<file path="src/common/phip_regs.vh">
`ifndef PHIP_REGS_VH
`define PHIP_REGS_VH
// ==========================================================
// Host port direct addresses
`define PHIP_HA_POINTER 2'b00
`define PHIP_HA_DATA 2'b01
`define PHIP_HA_FIFO 2'b10
`define PHIP_HA_IRQ 2'b11
// ==========================================================
// Internal indices
`define PHIP_IDX_START 8'h7f
`define PHIP_IDX_LOW_LAST 8'h8f
`define PHIP_IDX_RESULT_FIRST 8'h90
`define PHIP_IDX_RESULT_LAST 8'haf
`define PHIP_IDX_FIFO 8'hb0
`define PHIP_IDX_IRQ_STATUS 8'hc0
`define PHIP_IDX_IRQ_ENABLE 8'hc1
`define PHIP_IDX_PORT_STATUS 8'hc2
`define PHIP_IDX_CRAM 8'hc3
`define PHIP_IDX_MODE_FIRST 8'hd0
`define PHIP_IDX_MODE_LAST 8'hfc
`define PHIP_IDX_FULL_FIELD 8'hfd
// ==========================================================
// Fields
`define PHIP_BIT_CYC_DONE 0
`define PHIP_BIT_FIFO_DATA 1
`define PHIP_BIT_STARTED 1
`define PHIP_BIT_CRAM_OK 2
`define PHIP_MODE_IDLE 8'hff
// ==========================================================
// Timing: low-range latency 64 us at 25 MHz
`define PHIP_LAT_US 64
`define PHIP_CLK_MHZ 25
`define PHIP_LAT_CYC (`PHIP_LAT_US * `PHIP_CLK_MHZ)
// ==========================================================
// Sizes
`define PHIP_RAM_AW 8
`define PHIP_FIFO_DEPTH 16
`endif

</file>
<file path="src/hdl/phip_fifo.v">
`timescale 1ns/10ps
module phip_fifo #(
  parameter DW = 8,
  parameter DEPTH = 16,
  parameter AW = 4
) (
  // Clock and reset
  input wire i_clk_sys,
  input wire i_sys_rst,
  // Fill side
  input wire i_in_valid,
  input wire [DW-1:0] i_in_data,
  output wire o_in_ready,
  // Drain side
  output wire o_out_valid,
  output wire [DW-1:0] o_out_data,
  input wire i_out_ready
);
  reg [DW-1:0] mem [0:DEPTH-1];
  reg [AW-1:0] wr_q;
  reg [AW-1:0] rd_q;
  reg [AW:0] cnt_q;
  wire push;
  wire pop;

  assign o_in_ready = (cnt_q != DEPTH[AW:0]);
  assign o_out_valid = (cnt_q != {(AW+1){1'b0}});
  assign o_out_data = mem[rd_q];
  assign push = i_in_valid && o_in_ready;
  assign pop = o_out_valid && i_out_ready;

  always @(posedge i_clk_sys) begin
    if (push) begin
      mem[wr_q] <= i_in_data;
    end
  end

  always @(posedge i_clk_sys or posedge i_sys_rst) begin
    if (i_sys_rst) begin
      wr_q <= {AW{1'b0}};
      rd_q <= {AW{1'b0}};
      cnt_q <= {(AW+1){1'b0}};
    end else begin
      if (push) begin
        wr_q <= wr_q + 1'b1;
      end
      if (pop) begin
        rd_q <= rd_q + 1'b1;
      end
      if (push && !pop) begin
        cnt_q <= cnt_q + 1'b1;
      end else if (pop && !push) begin
        cnt_q <= cnt_q - 1'b1;
      end
    end
  end
endmodule

</file>
<file path="src/hdl/phip_host_port.v">
`timescale 1ns/10ps
`include "phip_regs.vh"
// Functional notes
// - Write at 00b loads indirect pointer
// - Data port 01b writes/reads pointed register
// - Read at 10b pops next queue byte
// - Address 11b reaches irq status directly
// - Low indices take 64 us, signal done
// - Port status holds cycle-complete bit
// - Enable at C1h raises done interrupt
// - Upper indices finish fast, no interrupt
// - Queue read needs no pointer step
// - Irq status latches sources until cleared
// - Write one clears flag; zero keeps
// - Device idle until index 7Fh written
// - Config RAM port auto-increments location
// - Results via queue B0h or 90h-AFh
// - Config RAM programmed before slicing runs
module phip_host_port (
  // Clock and reset
  input wire i_clk_sys,
  input wire i_sys_rst,
  // Host port strobes, one-cycle access pulses
  input wire i_host_rd,
  input wire i_host_wr,
  input wire i_host_sel_hi,
  input wire i_host_sel_lo,
  input wire [7:0] i_host_data,
  output reg [7:0] o_host_data,
  output wire o_host_data_oe_n,
  // Interrupt request, open drain style
  output wire o_int_req_n,
  // Sliced data from the slicer
  input wire i_slice_valid,
  input wire [7:0] i_slice_data,
  output wire o_slice_ready,
  input wire [7:0] i_slice_irq,
  // Result registers written by the slicer
  input wire i_result_we,
  input wire [4:0] i_result_idx,
  input wire [7:0] i_result_data,
  // Slicer control
  output reg o_slicer_run,
  output reg o_cram_open
);
  // ========================================================
  // Decode
  localparam integer LAT_FULL = `PHIP_LAT_CYC;
  localparam [10:0] LAT_CYC = LAT_FULL[10:0];
  localparam ST_IDLE = 3'b001;
  localparam ST_BUSY = 3'b010;
  localparam ST_RDONE = 3'b100;

  wire [1:0] ha = {i_host_sel_hi, i_host_sel_lo};
  wire acc = i_host_rd | i_host_wr;

  reg [7:0] ptr_q;
  reg [7:0] irq_q;
  reg [7:0] irq_en_q;
  reg [7:0] low_regs_q [0:15];
  reg [7:0] result_q [0:31];
  reg [7:0] mode_q [0:44];
  reg full_field_q;
  reg started_q;
  reg cram_done_q;
  reg [7:0] cram_loc_q;
  reg [2:0] st_q;
  reg [10:0] lat_q;
  reg cyc_done_q;
  reg [7:0] rd_hold_q;
  reg int_q;
  integer i;
  integer j;

  function is_low;
    input [7:0] idx;
    begin
      // The start index is taken at once, with no latency
      is_low = (idx <= `PHIP_IDX_LOW_LAST) && (idx != `PHIP_IDX_START);
    end
  endfunction

  function in_range;
    input [7:0] idx;
    input [7:0] lo;
    input [7:0] hi;
    begin
      in_range = (idx >= lo) && (idx <= hi);
    end
  endfunction

  // Low registers are modelled as a small bank keyed by the low nibble;
  // the slow internal controller is only represented by its latency.
  wire [3:0] low_sel = ptr_q[3:0];
  wire ptr_wr = i_host_wr && ha == `PHIP_HA_POINTER;
  wire dat_wr = i_host_wr && ha == `PHIP_HA_DATA;
  wire dat_rd = i_host_rd && ha == `PHIP_HA_DATA;
  wire fifo_rd = i_host_rd && ha == `PHIP_HA_FIFO;
  wire irq_wr = i_host_wr && ha == `PHIP_HA_IRQ;
  wire [7:0] wdat = i_host_data;
  wire cram_hit = (ptr_q == `PHIP_IDX_CRAM);
  wire mode_hit = in_range(ptr_q, `PHIP_IDX_MODE_FIRST, `PHIP_IDX_MODE_LAST);
  wire [5:0] mode_sel = ptr_q[5:0] - 6'h10;
  wire [7:0] res_off = ptr_q - `PHIP_IDX_RESULT_FIRST;

  // ========================================================
  // Queue and config RAM
  wire q_valid;
  wire [7:0] q_data;
  wire q_pop = fifo_rd | (dat_rd && ptr_q == `PHIP_IDX_FIFO);
  wire [7:0] ram_rdata;
  wire ram_we = dat_wr && cram_hit && o_cram_open;

  phip_fifo #(
    .DW(8),
    .DEPTH(`PHIP_FIFO_DEPTH),
    .AW(4)
  ) u_queue (
    .i_clk_sys(i_clk_sys),
    .i_sys_rst(i_sys_rst),
    .i_in_valid(i_slice_valid && started_q),
    .i_in_data(i_slice_data),
    .o_in_ready(o_slice_ready),
    .o_out_valid(q_valid),
    .o_out_data(q_data),
    .i_out_ready(q_pop)
  );

  phip_ram #(
    .AW(`PHIP_RAM_AW),
    .DW(8)
  ) u_cram (
    .i_clk_sys(i_clk_sys),
    .i_we(ram_we),
    .i_addr(cram_loc_q),
    .i_wdata(wdat),
    .o_rdata(ram_rdata)
  );

  // ========================================================
  // Config RAM writes and location steps happen only with all line modes idle and
  // full field off, so the slicer never fights the host for it.
  reg all_idle;
  always @* begin
    all_idle = ~full_field_q;
    for (j = 0; j < 45; j = j + 1) begin
      all_idle = all_idle & (mode_q[j] == `PHIP_MODE_IDLE);
    end
  end

  always @(posedge i_clk_sys or posedge i_sys_rst) begin
    if (i_sys_rst) begin
      o_cram_open <= 1'b0;
      o_slicer_run <= 1'b0;
    end else begin
      o_cram_open <= all_idle;
      o_slicer_run <= started_q && cram_done_q && !all_idle;
    end
  end

  // ========================================================
  // Pointer, start, registers
  always @(posedge i_clk_sys or posedge i_sys_rst) begin
    if (i_sys_rst) begin
      ptr_q <= 8'h00;
      started_q <= 1'b0;
      irq_en_q <= 8'h00;
      full_field_q <= 1'b0;
      cram_loc_q <= 8'h00;
      cram_done_q <= 1'b0;
      for (i = 0; i < 16; i = i + 1) begin
        low_regs_q[i] <= 8'h00;
      end
      for (i = 0; i < 45; i = i + 1) begin
        mode_q[i] <= `PHIP_MODE_IDLE;
      end
    end else begin
      if (ptr_wr) begin
        ptr_q <= wdat;
      end
      if (dat_wr) begin
        if (ptr_q == `PHIP_IDX_START) begin
          started_q <= 1'b1;
        end else if (is_low(ptr_q)) begin
          low_regs_q[low_sel] <= wdat;
        end
        if (ptr_q == `PHIP_IDX_IRQ_ENABLE) begin
          irq_en_q <= wdat;
        end
        if (ptr_q == `PHIP_IDX_FULL_FIELD) begin
          full_field_q <= wdat[0];
        end
        if (mode_hit) begin
          mode_q[mode_sel] <= wdat;
        end
      end
      if ((dat_wr || dat_rd) && cram_hit && o_cram_open) begin
        cram_loc_q <= cram_loc_q + 8'h01;
        if (dat_wr && cram_loc_q == 8'hff) begin
          cram_done_q <= 1'b1;
        end
      end
    end
  end

  always @(posedge i_clk_sys) begin
    if (i_result_we) begin
      result_q[i_result_idx] <= i_result_data;
    end
  end

  // ========================================================
  // Low-range latency engine: starts on pointer write for
  // reads and on data write for writes; host must wait.
  wire low_rd_start = ptr_wr && is_low(wdat);
  wire low_wr_start = dat_wr && is_low(ptr_q);

  always @(posedge i_clk_sys or posedge i_sys_rst) begin
    if (i_sys_rst) begin
      st_q <= ST_IDLE;
      lat_q <= 11'h000;
      cyc_done_q <= 1'b1;
      rd_hold_q <= 8'h00;
    end else begin
      case (st_q)
        // Completion cycle takes a new access too, so a host that
        // starts right after seeing cycle-complete is not dropped.
        ST_IDLE, ST_RDONE: begin
          if (low_rd_start || low_wr_start) begin
            st_q <= ST_BUSY;
            lat_q <= LAT_CYC - 11'h001;
            cyc_done_q <= 1'b0;
          end else begin
            st_q <= ST_IDLE;
          end
        end
        ST_BUSY: begin
          if (lat_q == 11'h000) begin
            st_q <= ST_RDONE;
            cyc_done_q <= 1'b1;
            rd_hold_q <= low_regs_q[low_sel];
          end else begin
            lat_q <= lat_q - 11'h001;
          end
        end
        default: begin
          st_q <= ST_IDLE;
        end
      endcase
    end
  end

  wire done_evt = (st_q == ST_BUSY) && (lat_q == 11'h000);

  // ========================================================
  // Interrupt status: set wins over write-one clear
  wire [7:0] set_v = i_slice_irq |
    {7'h00, done_evt && irq_en_q[`PHIP_BIT_CYC_DONE]};
  always @(posedge i_clk_sys or posedge i_sys_rst) begin
    if (i_sys_rst) begin
      irq_q <= 8'h00;
      int_q <= 1'b0;
    end else begin
      irq_q <= (irq_q & ~(irq_wr ? wdat : 8'h00)) | set_v;
      int_q <= |irq_q;
    end
  end
  assign o_int_req_n = ~int_q;

  // ========================================================
  // Read mux, data registered for the read strobe cycle
  reg [7:0] rd_v;
  always @* begin
    rd_v = 8'h00;
    case (ha)
      `PHIP_HA_DATA: begin
        if (is_low(ptr_q)) begin
          rd_v = rd_hold_q;
        end else if (in_range(ptr_q, `PHIP_IDX_RESULT_FIRST,
                              `PHIP_IDX_RESULT_LAST)) begin
          rd_v = result_q[res_off[4:0]];
        end else if (ptr_q == `PHIP_IDX_FIFO) begin
          rd_v = q_valid ? q_data : 8'h00;
        end else if (ptr_q == `PHIP_IDX_IRQ_STATUS) begin
          rd_v = irq_q;
        end else if (ptr_q == `PHIP_IDX_IRQ_ENABLE) begin
          rd_v = irq_en_q;
        end else if (ptr_q == `PHIP_IDX_PORT_STATUS) begin
          rd_v = {5'h00, cram_done_q, started_q, cyc_done_q};
        end else if (cram_hit) begin
          rd_v = ram_rdata;
        end else if (mode_hit) begin
          rd_v = mode_q[mode_sel];
        end else if (ptr_q == `PHIP_IDX_FULL_FIELD) begin
          rd_v = {7'h00, full_field_q};
        end
      end
      `PHIP_HA_FIFO: begin
        rd_v = q_valid ? q_data : 8'h00;
      end
      `PHIP_HA_IRQ: begin
        rd_v = irq_q;
      end
      default: begin
        rd_v = 8'h00;
      end
    endcase
  end

  reg drive_q;
  always @(posedge i_clk_sys or posedge i_sys_rst) begin
    if (i_sys_rst) begin
      o_host_data <= 8'h00;
      drive_q <= 1'b0;
    end else begin
      drive_q <= i_host_rd;
      if (i_host_rd) begin
        o_host_data <= rd_v;
      end
    end
  end
  assign o_host_data_oe_n = ~drive_q;
endmodule

</file>
<file path="src/hdl/phip_ram.v">
`timescale 1ns/10ps
`include "phip_regs.vh"
module phip_ram #(
  parameter AW = 8,
  parameter DW = 8
) (
  // Clock
  input wire i_clk_sys,
  // Write port
  input wire i_we,
  input wire [AW-1:0] i_addr,
  input wire [DW-1:0] i_wdata,
  // Registered read data
  output reg [DW-1:0] o_rdata
);
  reg [DW-1:0] mem [0:(1<<AW)-1];

  always @(posedge i_clk_sys) begin
    if (i_we) begin
      mem[i_addr] <= i_wdata;
    end
    o_rdata <= mem[i_addr];
  end
endmodule

</file>
<file path="config.mk">
export PLATFORM = sky130hd
export DESIGN_NAME = phip_host_port
export DESIGN_NICKNAME = d
export VERILOG_FILES = /design/src/hdl/phip_fifo.v /design/src/hdl/phip_host_port.v /design/src/hdl/phip_ram.v
export VERILOG_INCLUDE_DIRS = /design/src /design/src/common
export SDC_FILE = /design/constraint.sdc
export NUM_CORES = 2
export LEC_CHECK = 0
export BUFFER_PORTS_ARGS = -buffer_cell sky130_fd_sc_hd__buf_2
export CAP_MARGIN = 20
export CORE_ASPECT_RATIO = 0.6
export CORE_MARGIN = 3
export CORE_UTILIZATION = 45
export DETAILED_ROUTE_END_ITERATION = 16
export PLACE_DENSITY = 0.59
export SLEW_MARGIN = 20
export SYNTH_ARGS = -nofsm -noshare
export SYNTH_HDL_FRONTEND = slang
export SYNTH_SLANG_ARGS = --single-unit
</file>
<file path="constraint.sdc">
create_clock -name i_clk_sys -period 16.6 [get_ports i_clk_sys]
set_input_delay 2.49 -clock i_clk_sys [delete_from_list [all_inputs] [get_ports i_clk_sys]]
set_output_delay 2.49 -clock i_clk_sys [all_outputs]
set_load 0.02 [all_outputs]
</file>
After elaboration in Yosys (flattened, before gate mapping)
Memory sizes are Yosys's and may differ from the RTL's. A register that Yosys moved wholly into a read port is not among the register bits.
Cells that the tools add are included.
{ "op_classes": {"n_reduce_logical": 49, "muxes": 41, "add_sub_neg": 8, "n_bitwise": 56, "n_lt_le_gt_ge": 10, "eq_ne": 65} }
{ "op_table": {"columns": ["op", "count"], "rows": [
  ["== test 8 bit (second input constant)", 52],
  ["bitwise mux 360 bit", 1],
  ["bitwise mux 128 bit", 1],
  ["two-way mux 8 bit", 16],
  ["binary-select mux 8 bit (select 6 bit)", 1],
  ["demux 8 bit (select 6 bit)", 1],
  ["AND 1 bit", 45],
  ["binary-select mux 8 bit (select 4 bit)", 1],
  ["demux 8 bit (select 4 bit)", 1],
  ["<= comparator 8 bit (second input constant)", 4],
  ["logical AND 1 bit", 28],
  ["one-hot mux 8 bit (3 select lines)", 1],
  ["two-way mux 11 bit", 2],
  ["one-hot mux 11 bit (2 select lines)", 1],
  ["greater-or-equal comparator 8 bit (second input constant)", 2],
  ["inequality test 8 x 7 -> 1 bit (second input constant)", 2],
  ["AND reduction 2 bit", 6],
  ["zero test 11 bit", 1],
  ["subtractor 11 x 1 -> 11 bit (second input constant)", 1],
  ["two-way mux 5 bit", 2],
  ["two-way mux 1 bit", 9],
  ["AND reduction 3 bit", 3],
  ["adder 4 x 1 -> 4 bit (second input constant)", 2],
  ["adder 8 x 1 -> 8 bit (second input constant)", 1],
  ["35 further kinds", 45]
]} }
{ "totals": {"output_inout_bits": 13, "regBits": 571, "ramBits": 2432, "in_bits": 45, "n_memories": 3, "elab_cells": 312} }
{ "memory_table": {"columns": ["name", "depth", "word_bits", "read_ports", "rd_clocked_by_memory_dff", "wr", "line", "source"], "rows": [
  ["u_cram.mem", 256, 8, 1, 1, 1, "phip_ram.v:16", "reg [DW-1:0] mem [0:(1<<AW)-1];"],
  ["result_q", 32, 8, 1, 0, 1, "phip_host_port.v:61", "reg [7:0] result_q [0:31];"],
  ["u_queue.mem", 16, 8, 1, 0, 1, "phip_fifo.v:19", "reg [DW-1:0] mem [0:DEPTH-1];"]
]} }

Longest topological paths before layout
{ "logic_depth": {"ltp_word": 48, "ltp_mapped": 15, "mapped_depth_nobuf": 13} }

By module
From an unflattened synthesis, not the netlist that was laid out.
{ "hier_totals": {"hier_cells": 6262, "area_unflattened_um2": 121631.7} }
{ "modules_own_cells": {"columns": ["module", "area_per_inst_um2", "cells_per_inst", "n_inst", "seq_area_each_um2"], "rows": [
  ["phip_ram", 78492.8, 3547, 1, 61659.1],
  ["phip_host_port", 37364.6, 2396, 1, 22103.7],
  ["phip_fifo", 5774.3, 319, 1, 4169.0]
]} }

Worst setup path before layout
No wires, ideal clock.
{ "synth_path": {"path_type": "input to register", "startpoint": "input port i_host_sel_lo", "endpoint": "register u_queue.cnt_q[4]", "setup_time_ps": 123, "required_ps": 16477, "path_stages": 14, "slack_ps": 11927, "t_arrival_ps": 4550, "path_buffers": 1, "path_cell_list": "nor2b_1 > inv_1 > o21ai_0 > and3_1 > clkbuf_1 > inv_1 > ha_1 > inv_1 > ha_1 > a21o_1 > a21oi_1 > xnor2_1 > nor2_1 > xnor2_1"} }
{ "synth_between": {"elab_chain_len": 8, "word_cells_on_any_way": 12, "classes_between": "eq/ne: 2; mux: 1; bitwise: 1; reduce/logical: 8"} }
{ "synth_lines": {"columns": ["element", "line", "source"], "rows": [
  ["start, declared", "phip_host_port.v:27", "input wire i_host_sel_lo,"],
  ["== test 2 x 1 -> 1 bit", null, null],
  ["logical AND 1 bit (no line) (2 in series)", null, null],
  ["OR 1 bit *", "phip_host_port.v:110", "wire q_pop = fifo_rd | (dat_rd && ptr_q == `PHIP_IDX_FIFO);"],
  ["logical AND 1 bit *", "phip_fifo.v:30", "assign pop = o_out_valid && i_out_ready;"],
  ["zero test 1 bit", "phip_fifo.v:50", "if (push && !pop) begin"],
  ["logical AND 1 bit", "phip_fifo.v:50", null],
  ["two-way mux 5 bit or nonzero test 2 bit (tied branches)", null, null],
  ["end signal, assigned", "phip_fifo.v:42", "cnt_q <= {(AW+1){1'b0}};"],
  ["end signal, assigned", "phip_fifo.v:51", "cnt_q <= cnt_q + 1'b1;"],
  ["end signal, assigned", "phip_fifo.v:53", "cnt_q <= cnt_q - 1'b1;"],
  ["end, declared", "phip_fifo.v:22", "reg [AW:0] cnt_q;"]
]} }
Mark *: on every way between the ends. The rest lies on a longest branch, timed or not.
A chain may end at the register's enable or synchronous reset.

==> flow_metrics.env <==
export IMPL_proportion_of_synthesized_chip_area_in_sequential_cells_pct=71.64
export IMPL_portBuffers=57
export IMPL_whs_ns=0.4998
export IMPL_final_common_cell="edfxtp_1"
export IMPL_post_cts_setup_buffer_count=0
export IMPL_cts_root_buf="clkbuf_16"
export IMPL_layout_common_cells="edfxtp_1, mux4_2, mux2_2"
export IMPL_preCtsSetupSlack_ns=10.38
export IMPL_synth_seq_cells=3011
export IMPL_ios=58
export IMPL_syn_nets=6340
export IMPL_worst_path_max_delay_cell="dfrtp_4"
export IMPL_dieWidth_um=680.2
export IMPL_instances_no_fill=10180
export IMPL_htree_levels=5
export IMPL_critPathKind="register to register"
export IMPL_critical_path_startpoint_type="register"
export IMPL_gr_total_overflow=0
export IMPL_final_instance_area_um2=136300
export IMPL_min_path_type="register to register"
export IMPL_cp_data_required_time_ns=17.31
export IMPL_clock_transition_at_the_registers_of_the_reported_paths_ns=0.07
export IMPL_layout_drive_gt1_share_pct=36.01
export IMPL_status="finished clean"
export IMPL_cts_tree="done"
export IMPL_crit_path_frequent_cell="buf_4"
export IMPL_area_sequential_um2=87960
export IMPL_final_setup_tns_ns=0
export IMPL_route_detailed_vias_per_inst=6.516
export IMPL_crit_fanout=67
export IMPL_multi_input_comb_area_um2=32930
export IMPL_fin_skew_ns=0.06886
export IMPL_synthCells=6273
export IMPL_average_wire_length_per_cell_after_detail_routing_um=36.22
export IMPL_max_slew_margin_rel_pct=13.35
export IMPL_post_cts_resized=0
export IMPL_dpl_hpwl_um=241900
export IMPL_final_routed_drc_violation_total=0
export IMPL_initialDrtViolationCount=9962
export IMPL_cts_max_path_buffers=4
export IMPL_worstSkewPairLatency_ns=0.88
export IMPL_max_cap_violations=0
export IMPL_mappedNetlistArea_um2=122700
export IMPL_antenna_left=0
export IMPL_final_critical_path_share_of_the_clock_period_pct=34.07
export IMPL_critPathMaxStageDelay_ns=0.91
export IMPL_clock_sinks=3011
export IMPL_worst_slew_pin_transition_ns=1.290
export IMPL_grt_pass1_vias=63560
export IMPL_timing_final_ws_setup_ns=10.94
export IMPL_post_cts_hold_buffer_count=0
export IMPL_rows=147
export IMPL_cellLeakagePower_nw=44.34
export IMPL_initial_antenna_violation_count=22
export IMPL_ys_types=89
export IMPL_route_final_wire_length_um=368800
export IMPL_finalMaxSlewViolations=0
export IMPL_main_flop_type_after_synthesis="edfxtp_1"
export IMPL_grt_pass1_wl_um=516200
export IMPL_fin_util_pct=50.60
export IMPL_die_h_um=410.5
export IMPL_design_final_nets=6442
export IMPL_total_power_mw=16.27
export IMPL_largest_net_degree_at_the_start_of_global_routing=162
export IMPL_power_density_cell_area_nw_per_um2=119.3
export IMPL_yosysWarningCount=0
export IMPL_ordered_cell_list_for_the_critical_path="buf_4 -> buf_4 -> buf_4 -> mux4_2 -> mux4_2 -> nor2b_1 -> a2111oi_1 -> buf_4 -> o31ai_2 -> nand4_1"
export IMPL_dpl_cell_count=9662
export IMPL_tritoncts_num_buffers=287
export IMPL_hold_violations=0
export IMPL_fp_dieArea_um2=279300
export IMPL_place_congestion=0.9634
export IMPL_fill_cell_count=21340
export IMPL_max_clock_freq_mhz=176.8
export IMPL_ir_worst_vdd_uv=76.75
export IMPL_detailedRoute_firstPassIterationCount=7
export IMPL_start_util_pct=45.55
export IMPL_route_vias_total=66360
export IMPL_setup_viol=0
export IMPL_placed_cell_area_um2=127000
export IMPL_synth_edff_count=2432
export IMPL_final_period_minus_worst_setup_slack_ns=5.655
export IMPL_synthesis_to_finish_area_growth_pct=11.08
export IMPL_synth_async_reset_ratio_pct=18.96
export IMPL_postSynthAreaPerCell_um2=19.57
export IMPL_rsz0062_at_grt="false"
export IMPL_coreArea_um2=269500
export IMPL_reg2reg_setup_slack_ns=10.94
export IMPL_globalRouteTotalUtil_pct=26.23
export IMPL_cp_data_arrival_time_ns=6.37
export IMPL_cp_end_kind="register"
layout make-up:
type | instances | area share [%]
clock inverters | 154 | 1.163
flip-flops and latches | 3011 | 64.52
clock buffers | 359 | 5.674
repair buffers | 192 | 1.085
diodes | 8 | 0.01468
multi-input cells | 2842 | 24.15
inverters | 41 | 0.1156
well taps | 3576 | 3.282
per-layer routing:
layer	share of wire, %	vias up	global-route usage [%]
met2	37	4351	31.16
met4	1.7	10	4.349
met1	46	35720	43.01
met5	0.055	-	0
met3	16	423	12.27
li1	-	25850	-
cells in the mapped netlist (39+ instances only):
cell	n	area (um2)
dfstp_2	362	9512
edfxtp_1	2432	73030
a22oi_1	54	405.4
mux2i_1	152	1521
buf_4	55	412.9
mux4_2	761	17140
a21oi_1	39	195.2
nor2_1	332	1246
buf_2	81	405.4
o21ai_0	43	215.2
nand4_1	116	725.7
nand3_1	70	350.3
dfrtp_1	209	5230
nand2_1	216	810.8
mux2_2	535	6025
clkbuf_1	201	754.5
critical path, delay by kind of cell, from the launching register on:
| kind | cells | cell delay [ns] |
|---|---|---|
| and+or+nand+nor | 2 | 0.28 |
| AOI/OAI and AO/OA | 2 | 0.93 |
| muxes | 2 | 0.88 |
| buffers and inverters | 4 | 2.42 |
| DFF | 1 | 0.91 |
flip-flops by register name, summed over array words and instances, names as in the netlist, 3 cells and up:
| name | count |
|---|---|
| cram_loc_q | 8 |
| irq_en_q | 8 |
| irq_q | 8 |
| lat_q | 11 |
| low_regs_q | 128 |
| mode_q | 360 |
| o_host_data | 8 |
| ptr_q | 8 |
| rd_hold_q | 8 |
| result_q | 256 |
| st_q | 3 |
| u_cram.mem | 2048 |
| u_cram.o_rdata | 8 |
| u_queue.cnt_q | 5 |
| u_queue.mem | 128 |
| u_queue.rd_q | 4 |
| u_queue.wr_q | 4 |
power by group:
part	total (mW)	internal [mW]	switching, mW
Clock	6.65	3.78	2.87
Combinational	1.17	0.429	0.738
Sequential	8.45	8.33	0.115
Total	16.3	12.5	3.73
final timing paths:
path	startpoint	cells past startpoint	end
max in group asynchronous	i_sys_rst	6	low_regs_q[38]$_DFFE_PP0P_
worst max register to register	cram_loc_q[1]$_DFFE_PP0P_	10	u_cram.o_rdata[0]$_DFF_P_
min in group asynchronous	i_sys_rst	2	mode_q[329]$_DFFE_PP1P_
worst min-delay path	low_regs_q[78]$_DFFE_PP0P_	1	low_regs_q[78]$_DFFE_PP0P_
worst min register to register	low_regs_q[78]$_DFFE_PP0P_	1	low_regs_q[78]$_DFFE_PP0P_
worst max-delay path	cram_loc_q[1]$_DFFE_PP0P_	10	u_cram.o_rdata[0]$_DFF_P_
cells by family (layout without fill, tap and decap cells):
logic type / after synthesis / in the layout / synth area share, %
other cells: 0 / 8 / 0
buf+inv: 420 / 746 / 1.670
fa+ha+maj: 22 / 22 / 0.2304
compound gates: 382 / 382 / 2.301
simple gates: 963 / 963 / 3.856
mux: 1448 / 1448 / 20.11
xor+xnor: 27 / 27 / 0.1927
flops: 3011 / 3011 / 71.64
Power figures use the tool's default switching activity.
